### src/core/agc_pkg.sv
/*
 Constants, register map and types of the adaptive gate current controller.
 Assumes a 32-bit AHB-Lite register bus and four half-bridges.
*/
package agc_pkg;
   localparam int NHB = 4;
   // ************************************************************
   // Register byte offsets
   // ************************************************************
   localparam logic [7:0] A_GEN = 8'h00;
   localparam logic [7:0] A_PWMEN = 8'h04;
   localparam logic [7:0] A_TON = 8'h08;
   localparam logic [7:0] A_TOFF = 8'h0C;
   localparam logic [7:0] A_IMAX = 8'h10;
   localparam logic [7:0] A_PINIT = 8'h14;
   localparam logic [7:0] A_DINIT = 8'h18;
   localparam logic [7:0] A_TPRE = 8'h1C;
   localparam logic [7:0] A_ICHG = 8'h20;
   localparam logic [7:0] A_MEAS0 = 8'h30;
   localparam logic [7:0] A_PCODE = 8'h40;
   localparam logic [7:0] A_DCODE = 8'h44;
   // ************************************************************
   // Field positions
   // ************************************************************
   localparam int GEN_SEL = 0;
   localparam int GEN_FILT = 2;
   localparam int GEN_STEP = 3;
   localparam int GEN_HOLD = 4;
   localparam int ICHG_CHG = 0;
   localparam int ICHG_DIS = 8;
   localparam int ICHG_FW = 16;
   // ************************************************************
   // Current codes and reset values
   // ************************************************************
   localparam logic [5:0] MIN_CODE = 6'h01;
   localparam logic [5:0] HARDOFF_CODE = 6'h3F;
   localparam logic [5:0] HOLD_LO_CODE = 6'h02;
   localparam logic [5:0] HOLD_HI_CODE = 6'h08;
   localparam logic [31:0] RST_GEN = 32'h0000_0002;
   localparam logic [31:0] RST_TGT = 32'h2020_2020;
   localparam logic [31:0] RST_IMAX = 32'h3F3F_3F3F;
   localparam logic [31:0] RST_INIT = 32'h1010_1010;
   localparam logic [31:0] RST_TPRE = 32'h4444_4444;
   localparam logic [31:0] RST_ICHG = 32'h0010_1010;
   localparam logic [7:0] CNT_MAX = 8'hFF;
   // ************************************************************
   // Types
   // ************************************************************
   typedef enum logic [2:0] {
      PH_OFF = 3'b000,
      PH_PRECHG = 3'b001,
      PH_CHG = 3'b010,
      PH_HOLD_ON = 3'b011,
      PH_PREDCHG = 3'b100,
      PH_DCHG = 3'b101,
      PH_HOLD_OFF = 3'b110
   } agc_phase_t;
   typedef enum logic [1:0] {
      DIR_NONE = 2'b00,
      DIR_UP = 2'b01,
      DIR_DN = 2'b10
   } agc_dir_t;
endpackage

### src/core/agc_ctrl.sv
/*
 Adaptive gate current controller for four half-bridges with an AHB-Lite register slave.
 Assumes PWM inputs and the switching-done comparators are synchronous to ref_clk_i.
*/
// Local design decisions: the AHB-Lite interface to the registers and the register addresses.
// Overview of operation
// Adapt codes when select is 10 or 11.
// Target delays come from two registers.
// Measured delays readable per half-bridge.
// Pre-charge code clamped between minimum and maximum.
// Pre-discharge code clamped between minimum and maximum.
// Pre-charge lasts configured per-bridge duration.
// Pre-discharge lasts configured per-bridge duration.
// Start codes come from initial registers.
// Charge and discharge currents follow pre-phases.
// Freewheel MOSFET uses its own current.
// Hard-off sink uses discharge code 63.
// Hold current level set by control bit.
// Enable write loads min of start, maximum.
// Unfiltered: step toward target every cycle.
// Filtered: step only after two agreeing misses.
// Step bit selects one or two steps.
// Each half-bridge keeps independent adaptation state.
// Updates saturate at limits, never wrap.
`timescale 1ns/1ps
module agc_ctrl
   import agc_pkg::*;
(
   input wire logic ref_clk_i,
   input wire logic rst_n_i,
   input wire logic hsel_i,
   input wire logic [31:0] haddr_i,
   input wire logic [1:0] htrans_i,
   input wire logic hwrite_i,
   input wire logic [2:0] hsize_i,
   input wire logic [31:0] hwdata_i,
   input wire logic hready_i,
   output logic [31:0] hrdata_o,
   output logic hreadyout_o,
   output logic hresp_o,
   input wire logic [NHB-1:0] pwm_i,
   input wire logic [NHB-1:0] ton_done_i,
   input wire logic [NHB-1:0] toff_done_i,
   output logic [6*NHB-1:0] gate_code_o,
   output logic [NHB-1:0] gate_sink_o,
   output logic [6*NHB-1:0] fw_code_o,
   output logic [NHB-1:0] fw_sink_o,
   output logic hold_current_o
);
   // ************************************************************
   // Helpers
   // ************************************************************
   function automatic logic [5:0] clamp(input logic [6:0] v, input logic [5:0] mx);
      logic [6:0] r;
      r = (v > {1'b0, mx}) ? {1'b0, mx} : v;
      if (r < {1'b0, MIN_CODE}) begin
         r = {1'b0, MIN_CODE};
      end
      return r[5:0];
   endfunction

   function automatic agc_dir_t err_dir(input logic [7:0] meas, input logic [7:0] tgt);
      agc_dir_t d;
      d = DIR_NONE;
      if (meas > tgt) begin
         d = DIR_UP;
      end else if (meas < tgt) begin
         d = DIR_DN;
      end
      return d;
   endfunction

   function automatic logic [5:0] adapt(input logic [5:0] code, input agc_dir_t d, input agc_dir_t pd,
                                        input logic filt, input logic two, input logic [5:0] mx);
      logic [6:0] st;
      logic [6:0] v;
      st = two ? 7'h02 : 7'h01;
      v = {1'b0, code};
      if (filt && (d != pd)) begin
         v = {1'b0, code};
      end else if (d == DIR_UP) begin
         v = {1'b0, code} + st;
      end else if (d == DIR_DN) begin
         v = ({1'b0, code} > st) ? ({1'b0, code} - st) : 7'h00;
      end
      return clamp(v, mx);
   endfunction

   // ************************************************************
   // Registers and AHB-Lite slave
   // ************************************************************
   logic [31:0] gen_reg, ton_reg, toff_reg, imax_reg, pinit_reg, dinit_reg, tpre_reg, ichg_reg;
   logic [NHB-1:0] pwm_en;
   logic [7:0] meas_on [NHB];
   logic [7:0] meas_off [NHB];
   logic [5:0] pre_code [NHB];
   logic [5:0] pdis_code [NHB];
   logic wr_pend, rd_pend;
   logic [7:0] addr_q;
   logic [31:0] rmux;
   logic [NHB-1:0] en_load;
   logic take;

   assign take = hsel_i && htrans_i[1] && hready_i;

   always_ff @(posedge ref_clk_i or negedge rst_n_i) begin
      if (!rst_n_i) begin
         wr_pend <= 1'b0;
         rd_pend <= 1'b0;
         addr_q <= 8'h00;
         hreadyout_o <= 1'b1;
         hrdata_o <= 32'h0000_0000;
      end else begin
         wr_pend <= take && hwrite_i;
         rd_pend <= take && !hwrite_i;
         if (take) begin
            addr_q <= haddr_i[7:0];
         end
         // A read waits one cycle so a write just before it is already visible.
         hreadyout_o <= !(take && !hwrite_i);
         if (rd_pend) begin
            hrdata_o <= rmux;
         end
      end
   end

   always_ff @(posedge ref_clk_i or negedge rst_n_i) begin
      if (!rst_n_i) begin
         hresp_o <= 1'b0;
      end else begin
         hresp_o <= 1'b0;
      end
   end

   always_comb begin
      rmux = 32'h0000_0000;
      case (addr_q)
         A_GEN: rmux = gen_reg;
         A_PWMEN: rmux = {28'h000_0000, pwm_en};
         A_TON: rmux = ton_reg;
         A_TOFF: rmux = toff_reg;
         A_IMAX: rmux = imax_reg;
         A_PINIT: rmux = pinit_reg;
         A_DINIT: rmux = dinit_reg;
         A_TPRE: rmux = tpre_reg;
         A_ICHG: rmux = ichg_reg;
         default: rmux = 32'h0000_0000;
      endcase
      for (int i = 0; i < NHB; i++) begin
         if (addr_q == A_MEAS0 + 8'(4 * i)) begin
            rmux = {16'h0000, meas_off[i], meas_on[i]};
         end
         if (addr_q == A_PCODE) begin
            rmux[8*i+:8] = {2'b00, pre_code[i]};
         end
         if (addr_q == A_DCODE) begin
            rmux[8*i+:8] = {2'b00, pdis_code[i]};
         end
      end
   end

   always_ff @(posedge ref_clk_i or negedge rst_n_i) begin
      if (!rst_n_i) begin
         gen_reg <= RST_GEN;
         pwm_en <= 4'h0;
         ton_reg <= RST_TGT;
         toff_reg <= RST_TGT;
         imax_reg <= RST_IMAX;
         pinit_reg <= RST_INIT;
         dinit_reg <= RST_INIT;
         tpre_reg <= RST_TPRE;
         ichg_reg <= RST_ICHG;
      end else if (wr_pend) begin
         case (addr_q)
            A_GEN: gen_reg <= {27'h000_0000, hwdata_i[4:0]};
            A_PWMEN: pwm_en <= hwdata_i[3:0];
            A_TON: ton_reg <= hwdata_i;
            A_TOFF: toff_reg <= hwdata_i;
            A_IMAX: imax_reg <= hwdata_i & 32'h3F3F_3F3F;
            A_PINIT: pinit_reg <= hwdata_i & 32'h3F3F_3F3F;
            A_DINIT: dinit_reg <= hwdata_i & 32'h3F3F_3F3F;
            A_TPRE: tpre_reg <= hwdata_i;
            A_ICHG: ichg_reg <= hwdata_i & 32'h003F_3F3F;
            default: ;
         endcase
      end
   end

   assign en_load = (wr_pend && addr_q == A_PWMEN) ? (hwdata_i[3:0] & ~pwm_en) : 4'h0;

   // ************************************************************
   // Per half-bridge sequencing
   // ************************************************************
   agc_phase_t phase [NHB];
   logic [3:0] tmr [NHB];
   logic [7:0] cnt [NHB];
   logic [NHB-1:0] pwm_q, on_done, off_done, rise, fall;
   agc_dir_t pdir_on [NHB];
   agc_dir_t pdir_off [NHB];
   logic adapt_on;

   assign adapt_on = gen_reg[GEN_SEL+1];
   assign rise = pwm_i & ~pwm_q;
   assign fall = ~pwm_i & pwm_q;

   always_comb begin
      for (int i = 0; i < NHB; i++) begin
         on_done[i] = (phase[i] == PH_PRECHG || phase[i] == PH_CHG) && ton_done_i[i] && !fall[i];
         off_done[i] = (phase[i] == PH_PREDCHG || phase[i] == PH_DCHG) && toff_done_i[i] && !rise[i];
      end
   end

   always_ff @(posedge ref_clk_i or negedge rst_n_i) begin
      if (!rst_n_i) begin
         pwm_q <= 4'h0;
         for (int i = 0; i < NHB; i++) begin
            phase[i] <= PH_OFF;
            tmr[i] <= 4'h0;
            cnt[i] <= 8'h00;
         end
      end else begin
         pwm_q <= pwm_i;
         for (int i = 0; i < NHB; i++) begin
            // The delay counter saturates so a missing comparator edge reads as a long delay.
            cnt[i] <= (rise[i] || fall[i]) ? 8'h00 : ((cnt[i] == CNT_MAX) ? CNT_MAX : cnt[i] + 8'h01);
            if (!pwm_en[i]) begin
               phase[i] <= PH_OFF;
            end else if (rise[i] || (phase[i] == PH_OFF && pwm_i[i])) begin
               if (gen_reg[GEN_SEL+:2] != 2'b00 && tpre_reg[8*i+:4] != 4'h0) begin
                  phase[i] <= PH_PRECHG;
                  tmr[i] <= tpre_reg[8*i+:4] - 4'h1;
               end else begin
                  phase[i] <= PH_CHG;
               end
            end else if (fall[i] || (phase[i] == PH_OFF && !pwm_i[i])) begin
               if (gen_reg[GEN_SEL+:2] != 2'b00 && tpre_reg[8*i+4+:4] != 4'h0 && phase[i] != PH_OFF) begin
                  phase[i] <= PH_PREDCHG;
                  tmr[i] <= tpre_reg[8*i+4+:4] - 4'h1;
               end else begin
                  if (phase[i] == PH_OFF) begin
                     phase[i] <= PH_HOLD_OFF;
                  end else begin
                     phase[i] <= PH_DCHG;
                  end
               end
            end else if (on_done[i]) begin
               phase[i] <= PH_HOLD_ON;
            end else if (off_done[i]) begin
               phase[i] <= PH_HOLD_OFF;
            end else if (phase[i] == PH_PRECHG || phase[i] == PH_PREDCHG) begin
               tmr[i] <= tmr[i] - 4'h1;
               if (tmr[i] == 4'h0) begin
                  if (phase[i] == PH_PRECHG) begin
                     phase[i] <= PH_CHG;
                  end else begin
                     phase[i] <= PH_DCHG;
                  end
               end
            end
         end
      end
   end

   // ************************************************************
   // Delay capture and code adaptation
   // ************************************************************
   always_ff @(posedge ref_clk_i or negedge rst_n_i) begin
      if (!rst_n_i) begin
         for (int i = 0; i < NHB; i++) begin
            meas_on[i] <= 8'h00;
            meas_off[i] <= 8'h00;
            pre_code[i] <= MIN_CODE;
            pdis_code[i] <= MIN_CODE;
            pdir_on[i] <= DIR_NONE;
            pdir_off[i] <= DIR_NONE;
         end
      end else begin
         for (int i = 0; i < NHB; i++) begin
            if (en_load[i]) begin
               pre_code[i] <= clamp({1'b0, pinit_reg[8*i+:6]}, imax_reg[8*i+:6]);
               pdis_code[i] <= clamp({1'b0, dinit_reg[8*i+:6]}, imax_reg[8*i+:6]);
               pdir_on[i] <= DIR_NONE;
               pdir_off[i] <= DIR_NONE;
            end else begin
               if (on_done[i]) begin
                  meas_on[i] <= cnt[i];
                  if (adapt_on) begin
                     pre_code[i] <= adapt(pre_code[i], err_dir(cnt[i], ton_reg[8*i+:8]), pdir_on[i],
                                          gen_reg[GEN_FILT], gen_reg[GEN_STEP], imax_reg[8*i+:6]);
                     pdir_on[i] <= err_dir(cnt[i], ton_reg[8*i+:8]);
                  end
               end
               if (off_done[i]) begin
                  meas_off[i] <= cnt[i];
                  if (adapt_on) begin
                     pdis_code[i] <= adapt(pdis_code[i], err_dir(cnt[i], toff_reg[8*i+:8]), pdir_off[i],
                                           gen_reg[GEN_FILT], gen_reg[GEN_STEP], imax_reg[8*i+:6]);
                     pdir_off[i] <= err_dir(cnt[i], toff_reg[8*i+:8]);
                  end
               end
            end
         end
      end
   end

   // ************************************************************
   // Gate current outputs
   // ************************************************************
   always_ff @(posedge ref_clk_i or negedge rst_n_i) begin
      if (!rst_n_i) begin
         gate_code_o <= {NHB{HARDOFF_CODE}};
         gate_sink_o <= 4'hF;
         fw_code_o <= {NHB{HARDOFF_CODE}};
         fw_sink_o <= 4'hF;
         hold_current_o <= 1'b0;
      end else begin
         hold_current_o <= gen_reg[GEN_HOLD];
         for (int i = 0; i < NHB; i++) begin
            fw_code_o[6*i+:6] <= (phase[i] == PH_OFF) ? HARDOFF_CODE : ichg_reg[ICHG_FW+:6];
            fw_sink_o[i] <= (phase[i] != PH_HOLD_OFF);
            gate_sink_o[i] <= phase[i][2] || (phase[i] == PH_OFF);
            case (phase[i])
               PH_OFF: gate_code_o[6*i+:6] <= HARDOFF_CODE;
               PH_PRECHG: gate_code_o[6*i+:6] <= pre_code[i];
               PH_CHG: gate_code_o[6*i+:6] <= ichg_reg[ICHG_CHG+:6];
               PH_PREDCHG: gate_code_o[6*i+:6] <= pdis_code[i];
               PH_DCHG: gate_code_o[6*i+:6] <= ichg_reg[ICHG_DIS+:6];
               PH_HOLD_ON, PH_HOLD_OFF: gate_code_o[6*i+:6] <= gen_reg[GEN_HOLD] ? HOLD_HI_CODE : HOLD_LO_CODE;
               default: gate_code_o[6*i+:6] <= HARDOFF_CODE;
            endcase
         end
      end
   end
endmodule

### config.mk
export PLATFORM = sky130hd
export DESIGN_NAME = agc_ctrl
export DESIGN_NICKNAME = d
export VERILOG_FILES = /design/src/core/agc_pkg.sv /design/src/core/agc_ctrl.sv
export SDC_FILE = /design/constraint.sdc
export NUM_CORES = 1
export LEC_CHECK = 0
export BUFFER_PORTS_ARGS = -buffer_cell sky130_fd_sc_hd__buf_2
export CAP_MARGIN = 0
export CORE_MARGIN = 4
export CORE_UTILIZATION = 60
export CTS_BUF_LIST = sky130_fd_sc_hd__clkbuf_4 sky130_fd_sc_hd__clkbuf_8 sky130_fd_sc_hd__clkbuf_16
export CTS_CLUSTER_DIAMETER = 150
export DETAILED_ROUTE_END_ITERATION = 8
export PLACE_DENSITY_LB_ADDON = 0.25
export SYNTH_ARGS = -nofsm -noshare
export SYNTH_HDL_FRONTEND = slang
export SYNTH_SLANG_ARGS = --single-unit
### constraint.sdc
create_clock -name ref_clk_i -period 16.6 [get_ports ref_clk_i]
set_clock_uncertainty 0.1 [all_clocks]
set_input_delay 2.49 -clock ref_clk_i [delete_from_list [all_inputs] [get_ports ref_clk_i]]
set_output_delay 2.49 -clock ref_clk_i [all_outputs]
set_load 0.005 [all_outputs]
# ---- Word-level counts from Yosys, hierarchy flattened
# Index checks and enable logic that the tools add are counted.
dict set report classes {
  add_sub_neg 32
  n_lt_le_gt_ge 56
  n_eq_ne 94
  mux 264
  bitwise_logic 10
  n_reduce_logical 166
}
# cell count
set ops {}
lappend ops {{$mux W7} 64}
lappend ops {{$mux W6} 52}
lappend ops {{$pmux W32 S9} 1}
lappend ops {{$mux W32} 4}
lappend ops {{$mux W8} 16}
lappend ops {{$mux W2} 61}
lappend ops {{$mux W4} 30}
lappend ops {{$pmux W6 S5} 4}
lappend ops {{$mux W3} 32}
lappend ops {{$gt A8 B8 Y1} 8}
lappend ops {{$lt A8 B8 Y1} 8}
lappend ops {{$reduce_and A2 Y1} 29}
lappend ops {{$gt A7 B6 Y1} 8}
lappend ops {{$lt A7 B1 Y1 const B} 8}
lappend ops {{$add A6 B7 Y7} 7}
lappend ops {{$gt A6 B7 Y1} 7}
lappend ops {{$logic_and A1 B1 Y1} 49}
lappend ops {{$sub A6 B7 Y7} 7}
lappend ops {{$gt A6 B6 Y1} 8}
lappend ops {{$lt A6 B1 Y1 const B} 8}
lappend ops {{$ne A6 B1 Y1 const B} 8}
lappend ops {{$sub A4 B1 Y4 const B} 12}
lappend ops {{$eq A8 B6 Y1 const B} 5}
lappend ops {{$eq A3 B3 Y1 const B} 12}
lappend ops {{other kinds (31)} 174}
dict set report word_totals {
  regBits 487
  in_bits 86
  elab_cells 678
}

# ---- Logic depth before layout (Yosys ltp)
dict set report depth {
  ltp_word 20
  ltp_mapped 21
  ltp_nobuf 19
}

# ---- Least setup slack after synthesis
# Ideal clock, no wire load.
dict set report synth_path {
  path_kind {register to register}
  from {reg gen_reg[3]}
  to {reg pdis_code[6] in the netlist's numbering}
  setup_time_ps 78
  arrival_time_ps 5226
  required_ps 16422
  setup_slack_ps 11196
  path_stages_with_launch 16
  n_path_buf 0
  cell_sequence {dfrtp_1 -> inv_1 -> ha_1 -> nor2b_1 -> or3_1 -> or3_1 -> a22oi_1 -> o22ai_1 -> ha_1 -> nand3_1 -> a21oi_1 -> a211oi_1 -> a2bb2oi_2 -> mux2_2 -> or3b_1 -> o22ai_1}
}
dict set report synth_between {
  elab_chain_cells 16
  word_cells_on_any_way 18
  cone_classes {add/sub: 2; order compare: 3; mux: 13}
}
# item line_no
set synth_rtl {}
lappend synth_rtl {{from (decl)} agc_ctrl.sv:92} ;# logic [31:0] gen_reg, ton_reg, toff_reg, imax_reg, pinit_reg, dinit_reg, tpre_reg, ichg_reg;
lappend synth_rtl {{from (signal assigned)} agc_ctrl.sv:175} ;# A_GEN: gen_reg <= {27'h000_0000, hwdata_i[4:0]};
lappend synth_rtl {{$mux W2 (*)} agc_ctrl.sv:77} ;# st = two ? 7'h02 : 7'h01;
lappend synth_rtl {{$sub A6 B7 Y7 or $gt A6 B7 Y1 (tied branches)} agc_ctrl.sv:84} ;# v = ({1'b0, code} > st) ? ({1'b0, code} - st) : 7'h00;
lappend synth_rtl {{$mux W7} agc_ctrl.sv:84}
lappend synth_rtl {{$mux W7} agc_ctrl.sv:83} ;# end else if (d == DIR_DN) begin
lappend synth_rtl {{$mux W7 (*)} agc_ctrl.sv:81} ;# end else if (d == DIR_UP) begin
lappend synth_rtl {{$mux W7 (*)} agc_ctrl.sv:79} ;# if (filt && (d != pd)) begin
lappend synth_rtl {{$mux W7 (*)} agc_ctrl.sv:295} ;# if (adapt_on) begin
lappend synth_rtl {{$mux W7 (*)} agc_ctrl.sv:293} ;# if (off_done[i]) begin
lappend synth_rtl {{$mux W7 (*)} agc_ctrl.sv:279} ;# if (en_load[i]) begin
lappend synth_rtl {{$gt A7 B6 Y1} agc_ctrl.sv:55} ;# r = (v > {1'b0, mx}) ? {1'b0, mx} : v;
lappend synth_rtl {{$mux W7 (*)} agc_ctrl.sv:55}
lappend synth_rtl {{$lt A7 B1 Y1} agc_ctrl.sv:56} ;# if (r < {1'b0, MIN_CODE}) begin
lappend synth_rtl {{$mux W6 (*)} agc_ctrl.sv:56}
lappend synth_rtl {{$mux W6 (*)} agc_ctrl.sv:295}
lappend synth_rtl {{$mux W6 (*)} agc_ctrl.sv:293}
lappend synth_rtl {{$mux W6 (*)} agc_ctrl.sv:279}
lappend synth_rtl {{to (signal, indexed assignment)} agc_ctrl.sv:281} ;# pdis_code[i] <= clamp({1'b0, dinit_reg[8*i+:6]}, imax_reg[8*i+:6]);
lappend synth_rtl {{to (signal, indexed assignment)} agc_ctrl.sv:296} ;# pdis_code[i] <= adapt(pdis_code[i], err_dir(cnt[i], toff_reg[8*i+:8]), pdir_off[i],
lappend synth_rtl {{to (decl)} agc_ctrl.sv:97} ;# logic [5:0] pdis_code [NHB];
# Every way passes the cells marked *; elsewhere a longest branch is shown, timed or not. The select of a mux whose other input is x is not followed.
# A chain may end at the register's enable or synchronous reset.

# ---- Final worst setup path
dict set report layout_path {
  from {reg ton_reg[29]}
  to {reg pre_code[0] in the netlist's numbering}
}
dict set report layout_between {
  elab_chain_cells 20
  word_cells_on_any_way 24
  cone_classes {order compare: 4; eq/ne: 3; mux: 16; reduce/logical: 1}
}
# item line_no
set layout_rtl {}
lappend layout_rtl {{from (decl)} agc_ctrl.sv:92}
lappend layout_rtl {{from (signal assigned)} agc_ctrl.sv:177} ;# A_TON: ton_reg <= hwdata_i;
lappend layout_rtl {{$lt A8 B8 Y1} agc_ctrl.sv:67} ;# end else if (meas < tgt) begin
lappend layout_rtl {{$mux W2} agc_ctrl.sv:67}
lappend layout_rtl {{$mux W2 (*)} agc_ctrl.sv:65} ;# if (meas > tgt) begin
lappend layout_rtl {{$mux W2 (*)} agc_ctrl.sv:287} ;# if (adapt_on) begin
lappend layout_rtl {{$mux W2 (*)} agc_ctrl.sv:285} ;# if (on_done[i]) begin
lappend layout_rtl {{$mux W2 (*)} agc_ctrl.sv:279}
lappend layout_rtl {{$eq A2 B2 Y1} agc_ctrl.sv:83}
lappend layout_rtl {{$mux W7} agc_ctrl.sv:83}
lappend layout_rtl {{(+4 left out)} n/a}
lappend layout_rtl {{$mux W7 (*)} agc_ctrl.sv:279}
lappend layout_rtl {{$gt A7 B6 Y1} agc_ctrl.sv:55}
lappend layout_rtl {{$mux W7 (*)} agc_ctrl.sv:55}
lappend layout_rtl {{$lt A7 B1 Y1} agc_ctrl.sv:56}
lappend layout_rtl {{$mux W6 (*)} agc_ctrl.sv:56}
lappend layout_rtl {{$mux W6 (*)} agc_ctrl.sv:287}
lappend layout_rtl {{$mux W6 (*)} agc_ctrl.sv:285}
lappend layout_rtl {{$mux W6 (*)} agc_ctrl.sv:279}
lappend layout_rtl {{to (signal, indexed assignment)} agc_ctrl.sv:280} ;# pre_code[i] <= clamp({1'b0, pinit_reg[8*i+:6]}, imax_reg[8*i+:6]);
lappend layout_rtl {{to (signal, indexed assignment)} agc_ctrl.sv:288} ;# pre_code[i] <= adapt(pre_code[i], err_dir(cnt[i], ton_reg[8*i+:8]), pdir_on[i],
lappend layout_rtl {{to (decl)} agc_ctrl.sv:96} ;# logic [5:0] pre_code [NHB];
# Marked as above.

==> out/qor.yml <==
detailed_routing:
  routedWlPerCell_um: 26.70
  wl_met1_um: 41840
  viasPerCell: 7.027
  drtIter0Drc: 3806
  drtAntennaViolNets: 0
  dr_wl_met3_um: 11990
  wl_met2_um: 48630
  wl_um: 110000
  drt-pass1-iter-count: 8
  route.detailed.drc: 0
  highest_layer: "met5"
  route.vias.total: 28950
global_route:
  grt_pass1_vias: 28220
  grt_antenna_before_repair: 6
  grt_pass1_wl_um: 166700
  grt_max_degree: 102
  track_usage: 0.3731
  overflow: 0
floorplanning:
  die-area_um2: 57500
  die_w_um: 239.8
  std_cell_rows: 84
  start_util: 0.6098
  io_pins: 177
  die_h_um: 239.8
  core_area_um2: 52870
logic_synthesis:
  ys_types: 120
  synthCells: 3311
  synth_area_leaders: "dfrtp_1 29%, mux2_2 9.7%, dfstp_2 9.5%"
  syn_area_um2: 32240
  ys_ff_latch: 487
  yosysWarnings: 0
  synth-adder-area-share: 0.09098
  synthTopCellsByCount: "370 x dfrtp_1, 277 x mux2_2, 225 x nor2_1"
  synth_xor_area_frac: 0.008151
  synth_compound_area_frac: 0.2113
  synth_largest_area_cell: "dfrtp_1"
  synth_edf_count: 0
  synthMuxAreaShare: 0.1261
  yosysMostFrequentCell: "dfrtp_1"
  synth_top_cell_area_share: 0.2872
  syn_nets: 3621
  syn_area_per_cell_um2: 9.736
  synth-seq-area-share: 0.3826
  synthArstFlopShare: 1.000
  synth_flop_cell: "dfrtp_1"
  synth_top_family_by_area: "compound AO/OA/AOI/OAI gates"
  synthSimpleGateAreaFrac: 0.1390
power_and_ir_drop:
  p_seq_frac: 0.363
  total_leakage_power_nw: 15.80
  switching_share: 0.4026
  pwr-share-comb: 0.398
  internal_power_mw: 3.138
  p_sw_mw: 2.115
  peakVddDrop_mv: 0.08830
  pwr-share-clk: 0.239
  power_density_nw_per_um2: 148.6
cts:
  h-tree-depth: 2
  clk_latency_ns: 0.62
  clk_pin_slew_ns: 0.06
  clock_sink_count: 487
  root_buffer: "clkbuf_16"
  cts_made_buffers: 52
  cts_tree: "yes"
  postCtsHoldBufs: 0
  cts_setup_buffers: 0
  cts-resized-gates: 0
  cts.path.max_buffers: 3
critical_path:
  arrival_ns: 5.91
  cp_max_fo: 12
  criticalPathCategory: "flip-flop to flip-flop"
  critPathCaptureType: "flip-flop"
  timing.critical_path.from: "ton_reg[29]$_DFFE_PN1P_"
  path_buf_inv: 2
  cp_top_family: "compound AO/OA/AOI/OAI gates"
  path_cells: "inv_1 > ha_1 > nand4_1 > or3_1 > a31oi_1 > a31oi_1 > o211a_1 > o311ai_0 > inv_1 > ha_1 > a21oi_1 > o21ai_0 > o21a_1 > a21oi_1 > o31a_1 > a21oi_1 > o31ai_1"
  crit_required_ns: 17.03
  slowest_stage: "o311ai_0"
  cpPeakStageDelay_ns: 0.85
  start_kind: "flip-flop"
  crit_top_cell: "a21oi_1"
  r2r_start: "ton_reg[29]$_DFFE_PN1P_"
timing:
  hold_ws_ns: 0.4107
  period_share: 0.3303
  setup_tns_ns: 0
  period_minus_slack_ns: 5.483
  fmax_ghz: 0.1824
  fin_ws_ns: 11.12
  setup_viol: 0
  relSlewSlack: 0.1608
  final-max-slew-violation-count: 0
  tightest_slew_ns: 1.256
  finalHoldViolations: 0
  rsz0062_at_grt: "no"
final_layout:
  drive_above_1_share: 0.2266
  synthToLayoutAreaGrowth_pct: 9.700
  final_util: 0.6689
  final_nets: 3695
flow_run:
  maxCapViolations: 0
placed_design:
  hpwl_um: 79000
  post-place-ws_ns: 10.79
  portBuffers: 147
  gp_congestion: 0.9709
min_path:
  min_from: "meas_on[7]$_DFFE_PN0P_"
  worstHoldPathType: "flip-flop to flip-flop"
run_status:
  status: "finished, final reports clean"
-- stage by stage --
stage / total power, mW / instances / cell area (µm²)
floorplan: 3.298 / 3311 / 32240
global placement: 3.861 / 4019 / 33510
detailed placement: 3.950 / 4019 / 33510
CTS: 5.205 / 4117 / 35360
global route: 5.545 / 4117 / 35360
finish: 5.253 / 4119 / 35360
-- logic make-up after synthesis --
family	Yosys count
fa+ha+maj	225
compound gates	957
mux	371
flops	487
xor+xnor	30
buf+inv	350
simple gates	890
other cells	1
-- worst paths after layout --
| check | endpoint | slack (ns) | depth (start not counted) |
|---|---|---|---|
| worst max-delay path | pre_code[0]$_DFFE_PN1P_ | 11.12 | 17 |
| worst min-delay path | meas_on[7]$_DFFE_PN0P_ | 0.41 | 1 |
| worst max register to register | pre_code[0]$_DFFE_PN1P_ | 11.12 | 17 |
| worst min register to register | meas_on[7]$_DFFE_PN0P_ | 0.41 | 1 |
| max in group asynchronous | ichg_reg[13]$_DFFE_PN0P_ | 11.55 | 4 |
| min in group asynchronous | pre_code[22]$_DFFE_PN0P_ | 1.78 | 1 |
-- worst reg2reg max path, delay by kind of cell, from the launching register on --
kind / cells / cell delay (ns)
AO/OA/AOI/OAI: 11 / 3.16
AND/OR/NAND/NOR: 2 / 0.79
flip-flops: 1 / 0.55
buffers and inverters: 2 / 0.17
adder cells (fa/ha/maj): 2 / 0.62
-- routing by layer --
layer / vias up / global-route usage
met5: - / 0
met3: 424 / 0.08578
li1: 12570 / -
met4: 6 / 0.2185
met2: 1778 / 0.5656
met1: 14170 / 0.4922
-- final cells by class --
class,count,area (µm²)
flip-flops and latches,487,12340
diodes,2,5.005
multi-input cells,2474,18600
repair buffers,183,1016
fillers,4085,17500
clock buffers,76,1579
inverters,187,701.9
clock inverters,22,266.5
well taps,688,860.8
-- power by group through the flow --
stage          sequential, mW  combinational (mW)  clock (mW)
2_1_floorplan            1.64                1.66           0
3_3_place_gp             1.89                1.97           0
3_5_place_dp             1.90                2.05           0
4_1_cts                  1.88                2.06        1.26
5_1_grt                  1.93                2.31        1.31
6_report                 1.91                2.09        1.25
-- cell usage in the layout, fill, tap and decap left out, drive strengths merged, types with 45 or more instances in the layout --
cell    count
nand3      80
nor2      229
clkbuf     76
inv       187
a22oi      83
mux2      278
nand2     215
buf       183
o211ai     45
o21ai     125
dfrtp     370
mux2i      93
a21oi     224
dfstp     117
nor3       55
ha        208
nor2b      50
Note: power is estimated with default switching activity, not from simulation.
